--- src/shared/ccd_seq_defines.vh ---
`ifndef CCD_SEQ_DEFINES_VH
`define CCD_SEQ_DEFINES_VH
// ***********************************************
// Line layout in horizontal positions
// ***********************************************
`define LEAD_DARK        8
`define LEAD_TEST        1
`define LEAD_IDLE        3
`define DARK_REF         34
`define ACTIVE_PIX       2184
`define TRAIL_DARK       34
`define TRAIL_TEST       1
`define TRAIL_IDLE       2
`define HORIZ_LEN        2267
// ***********************************************
// Frame layout in rows
// ***********************************************
`define FRAME_ROWS       1510
`define TOP_DARK_ROWS    34
`define BOTTOM_DARK_ROWS 4
// ***********************************************
// Timing in clock cycles at 100 MHz
// ***********************************************
`define CLK_PERIOD_NS    10
`define VPHASE_NS        5000
`define VPHASE_CYC       (`VPHASE_NS / `CLK_PERIOD_NS)
`define HSETUP_NS        1000
`define HSETUP_CYC       (`HSETUP_NS / `CLK_PERIOD_NS)
`define HHALF_CYC        5
`define RESET_CYC        2
`endif

--- src/rtl/ccd_readout_ctrl.v ---
`timescale 1ns/1ns
`include "ccd_seq_defines.vh"
module ccd_readout_ctrl
#(
   parameter VPHASE_CYC = `VPHASE_CYC,
   parameter HSETUP_CYC = `HSETUP_CYC,
   parameter HHALF_CYC  = `HHALF_CYC,
   parameter ROWS       = `FRAME_ROWS,
   parameter HLEN       = `HORIZ_LEN
)
(
   // Clock and reset
   input  wire        clk,
   input  wire        rst_n,
   // Command
   input  wire        exposeReq,
   input  wire        readoutReq,
   // Status
   output reg         busy_r,
   output reg         frameDone_r,
   // Sensor clock pins
   output reg         vertPhaseA_r,
   output reg         vertPhaseB_r,
   output reg         horizPhaseA_r,
   output reg         horizPhaseB_r,
   output reg         resetClk_r,
   // Sampling strobe and pixel tags
   output reg         sampleStrobe_r,
   output reg  [2:0]  pixClass_r,
   output reg         darkRow_r,
   output reg  [11:0] pixIndex_r,
   output reg  [10:0] rowIndex_r
);
   // ***********************************************
   // States
   // ***********************************************
   localparam [6:0] ST_IDLE = 7'h01;
   localparam [6:0] ST_V1   = 7'h02;
   localparam [6:0] ST_V2   = 7'h04;
   localparam [6:0] ST_V3   = 7'h08;
   localparam [6:0] ST_HSET = 7'h10;
   localparam [6:0] ST_HLO  = 7'h20;
   localparam [6:0] ST_HHI  = 7'h40;
   // Pixel classes
   localparam [2:0] PC_IDLE   = 3'h0;
   localparam [2:0] PC_TEST   = 3'h1;
   localparam [2:0] PC_DARK   = 3'h2;
   localparam [2:0] PC_ACTIVE = 3'h3;
   localparam [2:0] PC_DUMMY  = 3'h4;
   // Cumulative boundaries of the line layout
   localparam B0 = `LEAD_DARK;
   localparam B1 = B0 + `LEAD_TEST;
   localparam B2 = B1 + `LEAD_IDLE;
   localparam B3 = B2 + `DARK_REF;
   localparam B4 = B3 + `ACTIVE_PIX;
   localparam B5 = B4 + `TRAIL_DARK;
   localparam B6 = B5 + `TRAIL_TEST;

   reg [6:0]  state_r;   // Sequencer state
   reg [15:0] tmr_r;     // Phase timer
   reg [11:0] hCnt_r;    // Horizontal shifts done
   reg [10:0] vCnt_r;    // Rows transferred

   // ***********************************************
   // Position classifier
   // ***********************************************
   function [2:0] classOf;
      input [11:0] p;
      begin
         if (p < B0)
            classOf = PC_DUMMY;
         else if (p < B1)
            classOf = PC_TEST;
         else if (p < B2)
            classOf = PC_IDLE;
         else if (p < B3)
            classOf = PC_DARK;
         else if (p < B4)
            classOf = PC_ACTIVE;
         else if (p < B5)
            classOf = PC_DARK;
         else if (p < B6)
            classOf = PC_TEST;
         else
            classOf = PC_IDLE;
      end
   endfunction

   // Dark row test
   function isDarkRow;
      input [10:0] r;
      begin
         isDarkRow = (r < `TOP_DARK_ROWS) || (r >= ROWS - `BOTTOM_DARK_ROWS);
      end
   endfunction

   // ***********************************************
   // Sequencer
   // ***********************************************
   always @(posedge clk)
   begin
      if (!rst_n)
      begin
         state_r        <= ST_IDLE;
         tmr_r          <= 16'h0000;
         hCnt_r         <= 12'h000;
         vCnt_r         <= 11'h000;
         busy_r         <= 1'b0;
         frameDone_r    <= 1'b0;
         vertPhaseA_r   <= 1'b0;
         vertPhaseB_r   <= 1'b0;
         horizPhaseA_r  <= 1'b0;
         horizPhaseB_r  <= 1'b1;
         resetClk_r     <= 1'b0;
         sampleStrobe_r <= 1'b0;
         pixClass_r     <= 3'h0;
         darkRow_r      <= 1'b0;
         pixIndex_r     <= 12'h000;
         rowIndex_r     <= 11'h000;
      end
      else
      begin
         frameDone_r    <= 1'b0;
         sampleStrobe_r <= 1'b0;
         resetClk_r     <= 1'b0;
         case (state_r)
            // Exposure or idle: vertical phases low
            ST_IDLE:
            begin
               vertPhaseA_r  <= 1'b0;
               vertPhaseB_r  <= 1'b0;
               horizPhaseA_r <= 1'b0;
               horizPhaseB_r <= 1'b1;
               busy_r        <= 1'b0;
               if (readoutReq && !exposeReq)
               begin
                  busy_r  <= 1'b1;
                  vCnt_r  <= 11'h000;
                  tmr_r   <= 16'h0000;
                  state_r <= ST_V1;
               end
            end
            // Vertical A high, B low
            ST_V1:
            begin
               vertPhaseA_r  <= 1'b1;
               vertPhaseB_r  <= 1'b0;
               horizPhaseB_r <= 1'b1;
               horizPhaseA_r <= 1'b0;
               tmr_r <= tmr_r + 16'h0001;
               if (tmr_r == VPHASE_CYC - 1)
               begin
                  tmr_r   <= 16'h0000;
                  state_r <= ST_V2;
               end
            end
            // Both high
            ST_V2:
            begin
               vertPhaseB_r <= 1'b1;
               tmr_r <= tmr_r + 16'h0001;
               if (tmr_r == VPHASE_CYC - 1)
               begin
                  tmr_r   <= 16'h0000;
                  state_r <= ST_V3;
               end
            end
            // Vertical A falls: row enters horizontal register
            ST_V3:
            begin
               vertPhaseA_r <= 1'b0;
               tmr_r <= tmr_r + 16'h0001;
               if (tmr_r == VPHASE_CYC - 1)
               begin
                  vertPhaseB_r <= 1'b0;
                  tmr_r        <= 16'h0000;
                  hCnt_r       <= 12'h000;
                  rowIndex_r   <= vCnt_r;
                  darkRow_r    <= isDarkRow(vCnt_r);
                  state_r      <= ST_HSET;
               end
            end
            // Setup before horizontal shifting
            ST_HSET:
            begin
               tmr_r <= tmr_r + 16'h0001;
               if (tmr_r == HSETUP_CYC - 1)
               begin
                  tmr_r         <= 16'h0000;
                  horizPhaseA_r <= 1'b1;
                  horizPhaseB_r <= 1'b0;
                  state_r       <= ST_HHI;
               end
            end
            // Horizontal A high half
            ST_HHI:
            begin
               tmr_r <= tmr_r + 16'h0001;
               if (tmr_r == HHALF_CYC - 1)
               begin
                  tmr_r         <= 16'h0000;
                  horizPhaseA_r <= 1'b0;
                  horizPhaseB_r <= 1'b1;
                  state_r       <= ST_HLO;
               end
            end
            // Horizontal A low half: sample, then reset node
            ST_HLO:
            begin
               tmr_r <= tmr_r + 16'h0001;
               if (tmr_r == 16'h0001)
               begin
                  sampleStrobe_r <= 1'b1;
                  pixIndex_r     <= hCnt_r;
                  pixClass_r     <= classOf(hCnt_r);
               end
               if (tmr_r == 16'h0002)
                  resetClk_r <= 1'b1;
               if (tmr_r == HHALF_CYC - 1)
               begin
                  tmr_r  <= 16'h0000;
                  hCnt_r <= hCnt_r + 12'h001;
                  if (hCnt_r == HLEN - 1)
                  begin
                     vCnt_r <= vCnt_r + 11'h001;
                     if (vCnt_r == ROWS - 1)
                     begin
                        frameDone_r <= 1'b1;
                        busy_r      <= 1'b0;
                        state_r     <= ST_IDLE;
                     end
                     else
                        state_r <= ST_V1;
                  end
                  else
                  begin
                     horizPhaseA_r <= 1'b1;
                     horizPhaseB_r <= 1'b0;
                     state_r       <= ST_HHI;
                  end
               end
            end
            default:
               state_r <= ST_IDLE;
         endcase
      end
   end
endmodule // ccd_readout_ctrl

--- config.mk ---
export PLATFORM = sky130hd
export DESIGN_NAME = ccd_readout_ctrl
export DESIGN_NICKNAME = d
export VERILOG_FILES = /design/src/rtl/ccd_readout_ctrl.v
export VERILOG_INCLUDE_DIRS = /design/src /design/src/shared
export SDC_FILE = /design/constraint.sdc
export NUM_CORES = 1
export LEC_CHECK = 0
export CAP_MARGIN = 10
export CORE_MARGIN = 2
export CORE_UTILIZATION = 30
export CTS_CLUSTER_DIAMETER = 80
export DETAILED_ROUTE_END_ITERATION = 16
export DONT_BUFFER_PORTS = 1
export GPL_TIMING_DRIVEN = 1
export MAX_ROUTING_LAYER = met4
export PLACE_DENSITY_LB_ADDON = 0.15
export SKIP_LAST_GASP = 1
export SLEW_MARGIN = 40
export SYNTH_ARGS = -nofsm -noshare
export SYNTH_HDL_FRONTEND = slang
export SYNTH_SLANG_ARGS = --single-unit
export TNS_END_PERCENT = 20
--- constraint.sdc ---
create_clock -name clk -period 2.9 [get_ports clk]
set_input_delay 0.58 -clock clk [delete_from_list [all_inputs] [get_ports clk]]
set_output_delay 0.58 -clock clk [all_outputs]
set_load 0.02 [all_outputs]
### Word-level counts from Yosys, hierarchy flattened

Index checks and enable logic that the tools add are counted.

| storage, ports and cells | value |
|---|---|
| bits in registers | 81 |
| bits of input ports | 4 |
| output and inout bits | 35 |

| operators by class | value |
|---|---|
| add/sub/neg operators | 3 |
| magnitude comparators | 9 |
| eq/ne operators | 24 |
| mux-type cells | 50 |
| reductions and logical operators | 24 |

Operators with widths:

| cell | count |
|---|---|
| $mux W16 | 4 |
| $pmux W16 S4 | 1 |
| $mux W7 | 8 |
| $pmux W7 S7 | 1 |
| $lt A12 B12 Y1 const B | 3 |
| $lt A12 B4 Y1 const B | 3 |
| $mux W11 | 3 |
| $mux W12 | 2 |
| $pmux W12 S2 | 1 |
| $pmux W11 S2 | 1 |
| $ne A2 B2 Y1 const B | 10 |
| $mux W1 | 17 |
| $add A16 B1 Y16 const B | 1 |
| $eq A16 B1 Y1 const B | 1 |
| $eq A16 B2 Y1 const B | 1 |
| $eq A16 B3 Y1 const B | 1 |
| $eq A16 B7 Y1 const B | 1 |
| $eq A16 B9 Y1 const B | 1 |
| $add A12 B1 Y12 const B | 1 |
| $eq A12 B12 Y1 const B | 1 |
| $lt A12 B6 Y1 const B | 1 |
| $mux W2 | 6 |
| $reduce_and A4 Y1 | 3 |
| $add A11 B1 Y11 const B | 1 |
| 26 further kinds | 37 |

### Depth between registers and ports, before layout

Gate-level depths: netlist (run 1).

| depth | value |
|---|---|
| depth in word-level cells | 8 |
| mapped depth | 9 |

### Worst setup path after synthesis (run 1)

OpenSTA, ideal clock, no wires.

| timing path | value |
|---|---|
| path kind | register to register |
| start point | reg tmr_r[11] |
| end point | reg tmr_r[8] |
| library setup time | 122 ps |
| arrival time | 2242 ps |
| data required time | 2778 ps |
| setup slack | 537 ps |
| cell stages (with the launch flop) | 9 |
| path buffers | 2 |
| cell sequence | dfxtp_1 buf_6 or4_4 or4_4 nand3_1 a21oi_1 buf_2 and3_1 a221o_1 |

| on the way | value |
|---|---|
| longest elaborated chain between the ends | 3 |
| elaborated cells on any way between the ends | 7 |
| classes of those cells | 3 x eq/ne; 4 x mux |

Ends and longest elaborated chain:

| element | RTL line | source |
|---|---|---|
| start: declaration | ccd_readout_ctrl.v:60 | `reg [15:0] tmr_r;` |
| start signal: assignment | ccd_readout_ctrl.v:150 | `tmr_r <= tmr_r + 16'h0001;` |
| start signal: assignment | ccd_readout_ctrl.v:161 | `tmr_r <= tmr_r + 16'h0001;` |
| start signal: assignment | ccd_readout_ctrl.v:172 | `tmr_r <= tmr_r + 16'h0001;` |
| $eq A16 B3 Y1 (tied with other cells) | ccd_readout_ctrl.v:199, ccd_readout_ctrl.v:219 |  |
| $mux W16 (on tied branches) | n/a |  |
| $pmux W16 S4 * | ccd_readout_ctrl.v:126 | `case (state_r)` |

Every way passes the cells marked *; elsewhere a longest branch is shown, timed or not.
A chain may end at the register's enable or synchronous reset.

### Worst setup path after layout (run 1)

| timing path | value |
|---|---|
| start point | reg tmr_r[10] |
| end point | reg state_r[1] |

| on the way | value |
|---|---|
| longest elaborated chain between the ends | 3 |
| elaborated cells on any way between the ends | 10 |
| classes of those cells | 9 x eq/ne; 1 x reduce/logical |

Ends and longest elaborated chain:

| element | RTL line | source |
|---|---|---|
| $eq A16 B9 Y1 (tied with other cells) | ccd_readout_ctrl.v:151, ccd_readout_ctrl.v:162, ccd_readout_ctrl.v:173 |  |
| $ne A2 B2 Y1 (no line) | n/a |  |
| $reduce_and A7 Y1 (no line) * | n/a |  |
| end signal: assignment | ccd_readout_ctrl.v:154 | `state_r <= ST_V2;` |
| end signal: assignment | ccd_readout_ctrl.v:165 | `state_r <= ST_V3;` |
| end signal: assignment | ccd_readout_ctrl.v:180 | `state_r <= ST_HSET;` |
| end: declaration | ccd_readout_ctrl.v:59 | `reg [6:0] state_r;` |

Marked as above.

==> results of run 1 <==
==> flip-flops by register name, indices dropped and copies added, names as in the netlist, 3 cells and up <==
register and cells:
pixClass_r 3, tmr_r 16, state_r 7, hCnt_r 12, pixIndex_r 12, vCnt_r 11, rowIndex_r 11
==> layout make-up <==
type                            count  share of cell area
Sequential cell                    81               0.353
Tap cell                          176              0.0480
Inverter                           12             0.00981
Timing Repair Buffer               17              0.0278
Clock inverter                      5             0.00845
Multi-Input combinational cell    371               0.498
Clock buffer                       11              0.0550
==> cell families after synthesis <==
logic type,share of synthesized area
flip-flops,0.395
buffers and inverters,0.0490
XOR/XNOR,0.0533
AO/OA/AOI/OAI,0.138
multiplexers,0.0298
AND/OR/NAND/NOR,0.308
adder cells (fa/ha/maj),0.0274
==> power by group <==
group,switching [mW],internal (mW)
registers,0.0683,1.14
clock network,0.475,0.631
logic,0.244,0.183
total,0.787,1.96
==> cell usage in the layout, fill, tap and decap left out, types with 4 or more instances in the layout <==
cell type | Yosys | routed
nor2_1 | 62 | 62
and2_1 | 4 | 4
nor4_1 | 14 | 14
nand2b_1 | 5 | 5
clkbuf_16 | 0 | 9
or4_4 | 4 | 4
nor4b_1 | 6 | 6
o2111ai_1 | 4 | 4
xor2_1 | 10 | 10
a221o_1 | 5 | 5
nor3_1 | 10 | 10
nor2b_1 | 4 | 4
nand2_1 | 49 | 49
and3_1 | 14 | 14
a22o_1 | 7 | 7
buf_4 | 2 | 17
xnor2_1 | 15 | 15
ha_1 | 9 | 9
dfxtp_1 | 81 | 81
o211ai_1 | 5 | 5
a21oi_1 | 28 | 28
nand4_1 | 9 | 9
inv_1 | 12 | 12
mux2i_1 | 10 | 10
or3_1 | 8 | 8
o21ai_0 | 13 | 13
nand3_1 | 29 | 29
or4_1 | 6 | 6
==> path summary, 6_finish.rpt <==
| check | endpoint | slack [ps] | depth (start not counted) |
|---|---|---|---|
| setup reg to reg | state_r[1] | 240 | 7 |
| hold reg to reg | rowIndex_r[8] | 520 | 2 |
| hold / removal | state_r[0] | 330 | 1 |
| setup / recovery | state_r[1] | 240 | 7 |
==> metal layers <==
layer | vias to the layer above | GRT usage | wire length (um) | share of wire
met5 | - | - | 0 | 0
met4 | 0 | 0.0632 | 142 | 0.014
met3 | 9 | 0.0343 | 399 | 0.039
met2 | 51 | 0.223 | 4640 | 0.45
met1 | 1683 | 0.200 | 5090 | 0.50
li1 | 1776 | - | - | -
==> critical path, stage by stage, from the launching register on <==
cell and delay [ps]:
dfxtp_1 360, or4_4 580, nor4_1 560, a2bb2oi_1 270, buf_4 160, nand2_1 200
o32ai_1 320, and2_1 150
==> results_dict.tcl, run 1 <==
set metrics [dict create \
    ir_worst_vdd_v 0.000232 \
    place_inst 657 \
    synth_area_per_cell_um2 8.25 \
    die_h_um 121 \
    dieArea_mm2 0.0146 \
    via_count 3519 \
    drt_iter0_drc 213 \
    synth_warnings 0 \
    area_growth_pct 11.8 \
    status "finished clean" \
    synth_top_area_share 0.395 \
    clk_latency_ps 350 \
    ctsHoldBuffers 0 \
    max_freq_ghz 0.377 \
    start_util 0.309 \
    fin_nets 505 \
    ys.flop_type "dfxtp_1" \
    clock_path_buffers 2 \
    placed_area_mm2 0.00430 \
    whs_ps 335 \
    final_util 0.345 \
    wl_um 10300 \
    hp-start "rst_n" \
    post-cts-setup-buffer-count 0 \
    setup_viol 0 \
    yosysMostFrequentCell "dfxtp_1" \
    required_ps 3190 \
    syn_area_mm2 0.00411 \
    final_cell_count_no_fill 673 \
    worstSetupStartpoint "tmr_r[10]" \
    grt_pass1_wl_um 17000 \
    cts_root_buf "clkbuf_16" \
    start_kind "register" \
    pin_count 39 \
    fin_crit_ps 2660 \
    criticalPathCategory "reg -> reg" \
    power_mw 2.74 \
    register_area_mm2 0.00162 \
    tightest_slew_ps 706 \
    clock-sinks 81 \
    clk_pin_slew_worst_paths_ps 60 \
    end_kind "register" \
    power_leakage_nw 1.67 \
    diodes 0 \
    grt_max_degree 41 \
    die_x_um 121 \
    synth_edf_count 0 \
    htree_levels 3 \
    tritoncts "built" \
    rows 42 \
    ys_seq_elements 81 \
    drt-wirelength-per-cell_um 15.3 \
    worstPathMaxFanout 8 \
    core_area_mm2 0.0133 \
    groute.usage.overall 0.151 \
    dp_worst_setup_slack_ps 268 \
    critPathArrivalTime_ps 2950 \
    ant_nets 0 \
    port_buffers 0 \
    syn_nets 511 \
    grt_pass1_vias 3278 \
    fillers 1401 \
    synth_common_cells "dfxtp_1 (81), nor2_1 (62), nand2_1 (49)" \
    fin_crit_sh 0.916 \
    multi_input_area_mm2 0.00229 \
    place_hpwl_um 7240 \
    synth_cells 498 \
    layout-drive-gt1-share 0.0845 \
    synth_top_cell_by_area "dfxtp_1" \
    fin_setup_tns_ps 0 \
    setup_slack_ps 244 \
    cts_buffers 9 \
    overflow 0 \
    hold_viol 0 \
    vias_per_cell 5.23 \
    power_density_mw_per_mm2 598 \
    skew_ps 8.86 \
    synth_area_leaders "dfxtp_1 (39%), nor2_1 (5.7%), nand2_1 (4.5%)" \
    synth-seq-area-share 0.395 \
    rsz0062_at_grt "false" \
    antenna_found_initial 0 \
    route.detailed.drc 0 \
    drv_cap 0 \
    hp-class "in -> reg" \
    maxSlewViolCount 0 \
    async_flop_share 0 \
    fin_area_mm2 0.00459 \
    ctsResizeCount 0 \
    synth_cell_types 60 \
    rr_startpoint "tmr_r[10]" \
    drt_first_pass_iters 4 \
    gp_congestion 0.833 \
    max_slew_margin 0.525 \
]
No activity file was read; power rests on OpenSTA's default activity.
==> run 2, diff against run 1 <==
==> constraint.sdc (replaced) <==
create_clock -name clk -period 2.3 [get_ports clk]
set_input_delay 0.46 -clock clk [delete_from_list [all_inputs] [get_ports clk]]
set_output_delay 0.46 -clock clk [all_outputs]
set_load 0.02 [all_outputs]
==> run 2 against run 1 <==
Against the previous run:
- the flow now finishes with violations (negative setup slack)
- largest power group unchanged
- hold slack lost 120 ps
- flip-flop and latch count is the same
- routed wire length increased by 11%
- sequential power increased by 23%
- core utilization up 5.3 points
- highest routed layer unchanged
==> results_dict.tcl, run 2 (same netlist as run 1, synthesis figures left out) <==
set metrics [dict create \
    worstPathMaxFanout 3 \
    hp-class "in -> reg" \
    end_kind "register" \
    maxSlewViolCount 0 \
    drt_iter0_drc 208 \
    clk_latency_ps 350 \
    htree_levels 3 \
    clk_pin_slew_worst_paths_ps 60 \
    via_count 3798 \
    cts_root_buf "clkbuf_16" \
    ir_worst_vdd_v 0.000341 \
    setup_slack_ps -36.1 \
    cpMaxStageDelayCell "or4_4" \
    placed_area_mm2 0.00479 \
    start_util 0.309 \
    path_buf_inv 0 \
    skew_ps 8.76 \
    vias_per_cell 5.18 \
    grt_pass1_vias 3691 \
    dieArea_mm2 0.0146 \
    die_h_um 121 \
    power_leakage_nw 2.07 \
    clkPwrFrac 0.368 \
    final_common_cell "dfxtp_1" \
    reg_top3 "tmr_r: 16 flops, hCnt_r: 12 flops, pixIndex_r: 12 flops" \
    rsz0062_at_grt "true" \
    crit_path_cell_trace "or4_4 -> or4_4 -> nor2_4 -> o2111ai_4 -> or3_1 -> a21oi_1" \
    fin_area_mm2 0.00530 \
    crit_top_cell "or4_4" \
    tightest_slew_ps 514 \
    place_hpwl_um 8030 \
    pin_count 39 \
    setup_viol 9 \
    required_ps 2580 \
    area_growth_pct 28.9 \
    start_kind "register" \
    dp_worst_setup_slack_ps -99.8 \
    criticalPathCategory "reg -> reg" \
    swShare 0.293 \
    clock_path_buffers 2 \
    wl_um 11400 \
    rows 42 \
    final_cell_mix "dfxtp_1 (80), buf_4 (73), nor2_1 (61), nand2_1 (47), nand3_1 (28)" \
    cp_slowest_stage_delay_ps 580 \
    max_slew_margin 0.654 \
    max_freq_ghz 0.428 \
    die_x_um 121 \
    p_int_mw 2.59 \
    layout-drive-gt1-share 0.224 \
    power_density_mw_per_mm2 692 \
    violations "negative setup slack" \
    grt_max_degree 41 \
    antenna_found_initial 0 \
    p_comb_frac 0.227 \
    largest_register_ffs 16 \
    drv_cap 0 \
    drt-wirelength-per-cell_um 15.5 \
    clock-sinks 81 \
    overflow 0 \
    port_buffers 0 \
    groute.usage.overall 0.168 \
    power_switching_mw 1.08 \
    status "finished, violations left" \
    cts_buffers 9 \
    grt_pass1_wl_um 18800 \
    diodes 0 \
    tritoncts "built" \
    top_register "tmr_r" \
    pwr-share-seq 0.405 \
    core_area_mm2 0.0133 \
    drt_first_pass_iters 4 \
    crit_family "simple AND/OR/NAND/NOR gates" \
    fin_crit_sh 1.02 \
    fin_crit_ps 2340 \
    route.detailed.drc 0 \
    ant_nets 0 \
    critPathArrivalTime_ps 2610 \
    final_util 0.398 \
    gp_congestion 0.867 \
    fin_nets 566 \
    hold_viol 0 \
]
[run 2: changes by cell type in the layout (fill, tap and decap cells not counted), sizes merged]
| cell | delta |
|---|---|
| buf | +61 |
| inv | -1 |
[run 2: final cells by class]
type                            count  area (um2)
Fill cell                        1334        8000
Inverter                           12        45.0
Clock buffer                       11         243
Multi-Input combinational cell    371        2510
Clock inverter                      4        30.0
Tap cell                          176         220
Timing Repair Buffer               78         631
Sequential cell                    81        1620
[run 2: worst register-to-register path, stage by stage (launching register included)]
cell,delay [ps]
dfxtp_2,320
or4_4,540
or4_4,580
nor2_4,210
o2111ai_4,150
or3_1,330
a21oi_1,140
[run 2: through the flow]
stage / TNS [ps] / hold slack, ps / power, mW / instances
finish: -149 / 219 / 3.67 / 733
global route: -2120 / 224 / 3.84 / 733
CTS: -320 / 199 / 3.66 / 727
detailed placement: -749 / 512 / 2.29 / 712
global placement: -254 / 503 / 2.28 / 712
floorplan: 0 / 474 / 1.98 / 498
[run 2: timing repair]
item	in CTS	in global routing
gates resized for setup	5	24
endpoints found under the hold margin	0	0
buffers inserted	0	7
endpoints found under the setup margin	22	61
hold buffers	0	0
pin swaps	0	10
cloned	0	0
[run 2: final timing paths]
| kind | start | slack, ps | cells after the start | to |
|---|---|---|---|---|
| worst max-delay path | tmr_r[14] | -40 | 6 | hCnt_r[10] |
| worst min-delay path | rst_n | 220 | 1 | state_r[0] |
| worst max register to register | tmr_r[14] | -40 | 6 | hCnt_r[10] |
| worst min register to register | vCnt_r[8] | 520 | 2 | rowIndex_r[8] |
[run 2: metal layers]
metal  wire [um]  part of all wire  up-vias  track usage
li1            -                 -     1904            -
met1        5630              0.49     1834        0.224
met2        5210              0.46       47        0.245
met3         370             0.033       13       0.0385
met4         166             0.015        0       0.0661
met5           0                 0        -            -
[run 2: power groups by stage]
| stage | clock network, mW | registers [mW] | logic, mW |
|---|---|---|---|
| after CTS | 1.39 | 1.49 | 0.784 |
| final | 1.35 | 1.49 | 0.834 |
| after global routing | 1.44 | 1.49 | 0.905 |
| after global placement | 0 | 1.52 | 0.767 |
| after floorplan | 0 | 1.51 | 0.471 |
| after detailed placement | 0 | 1.52 | 0.769 |
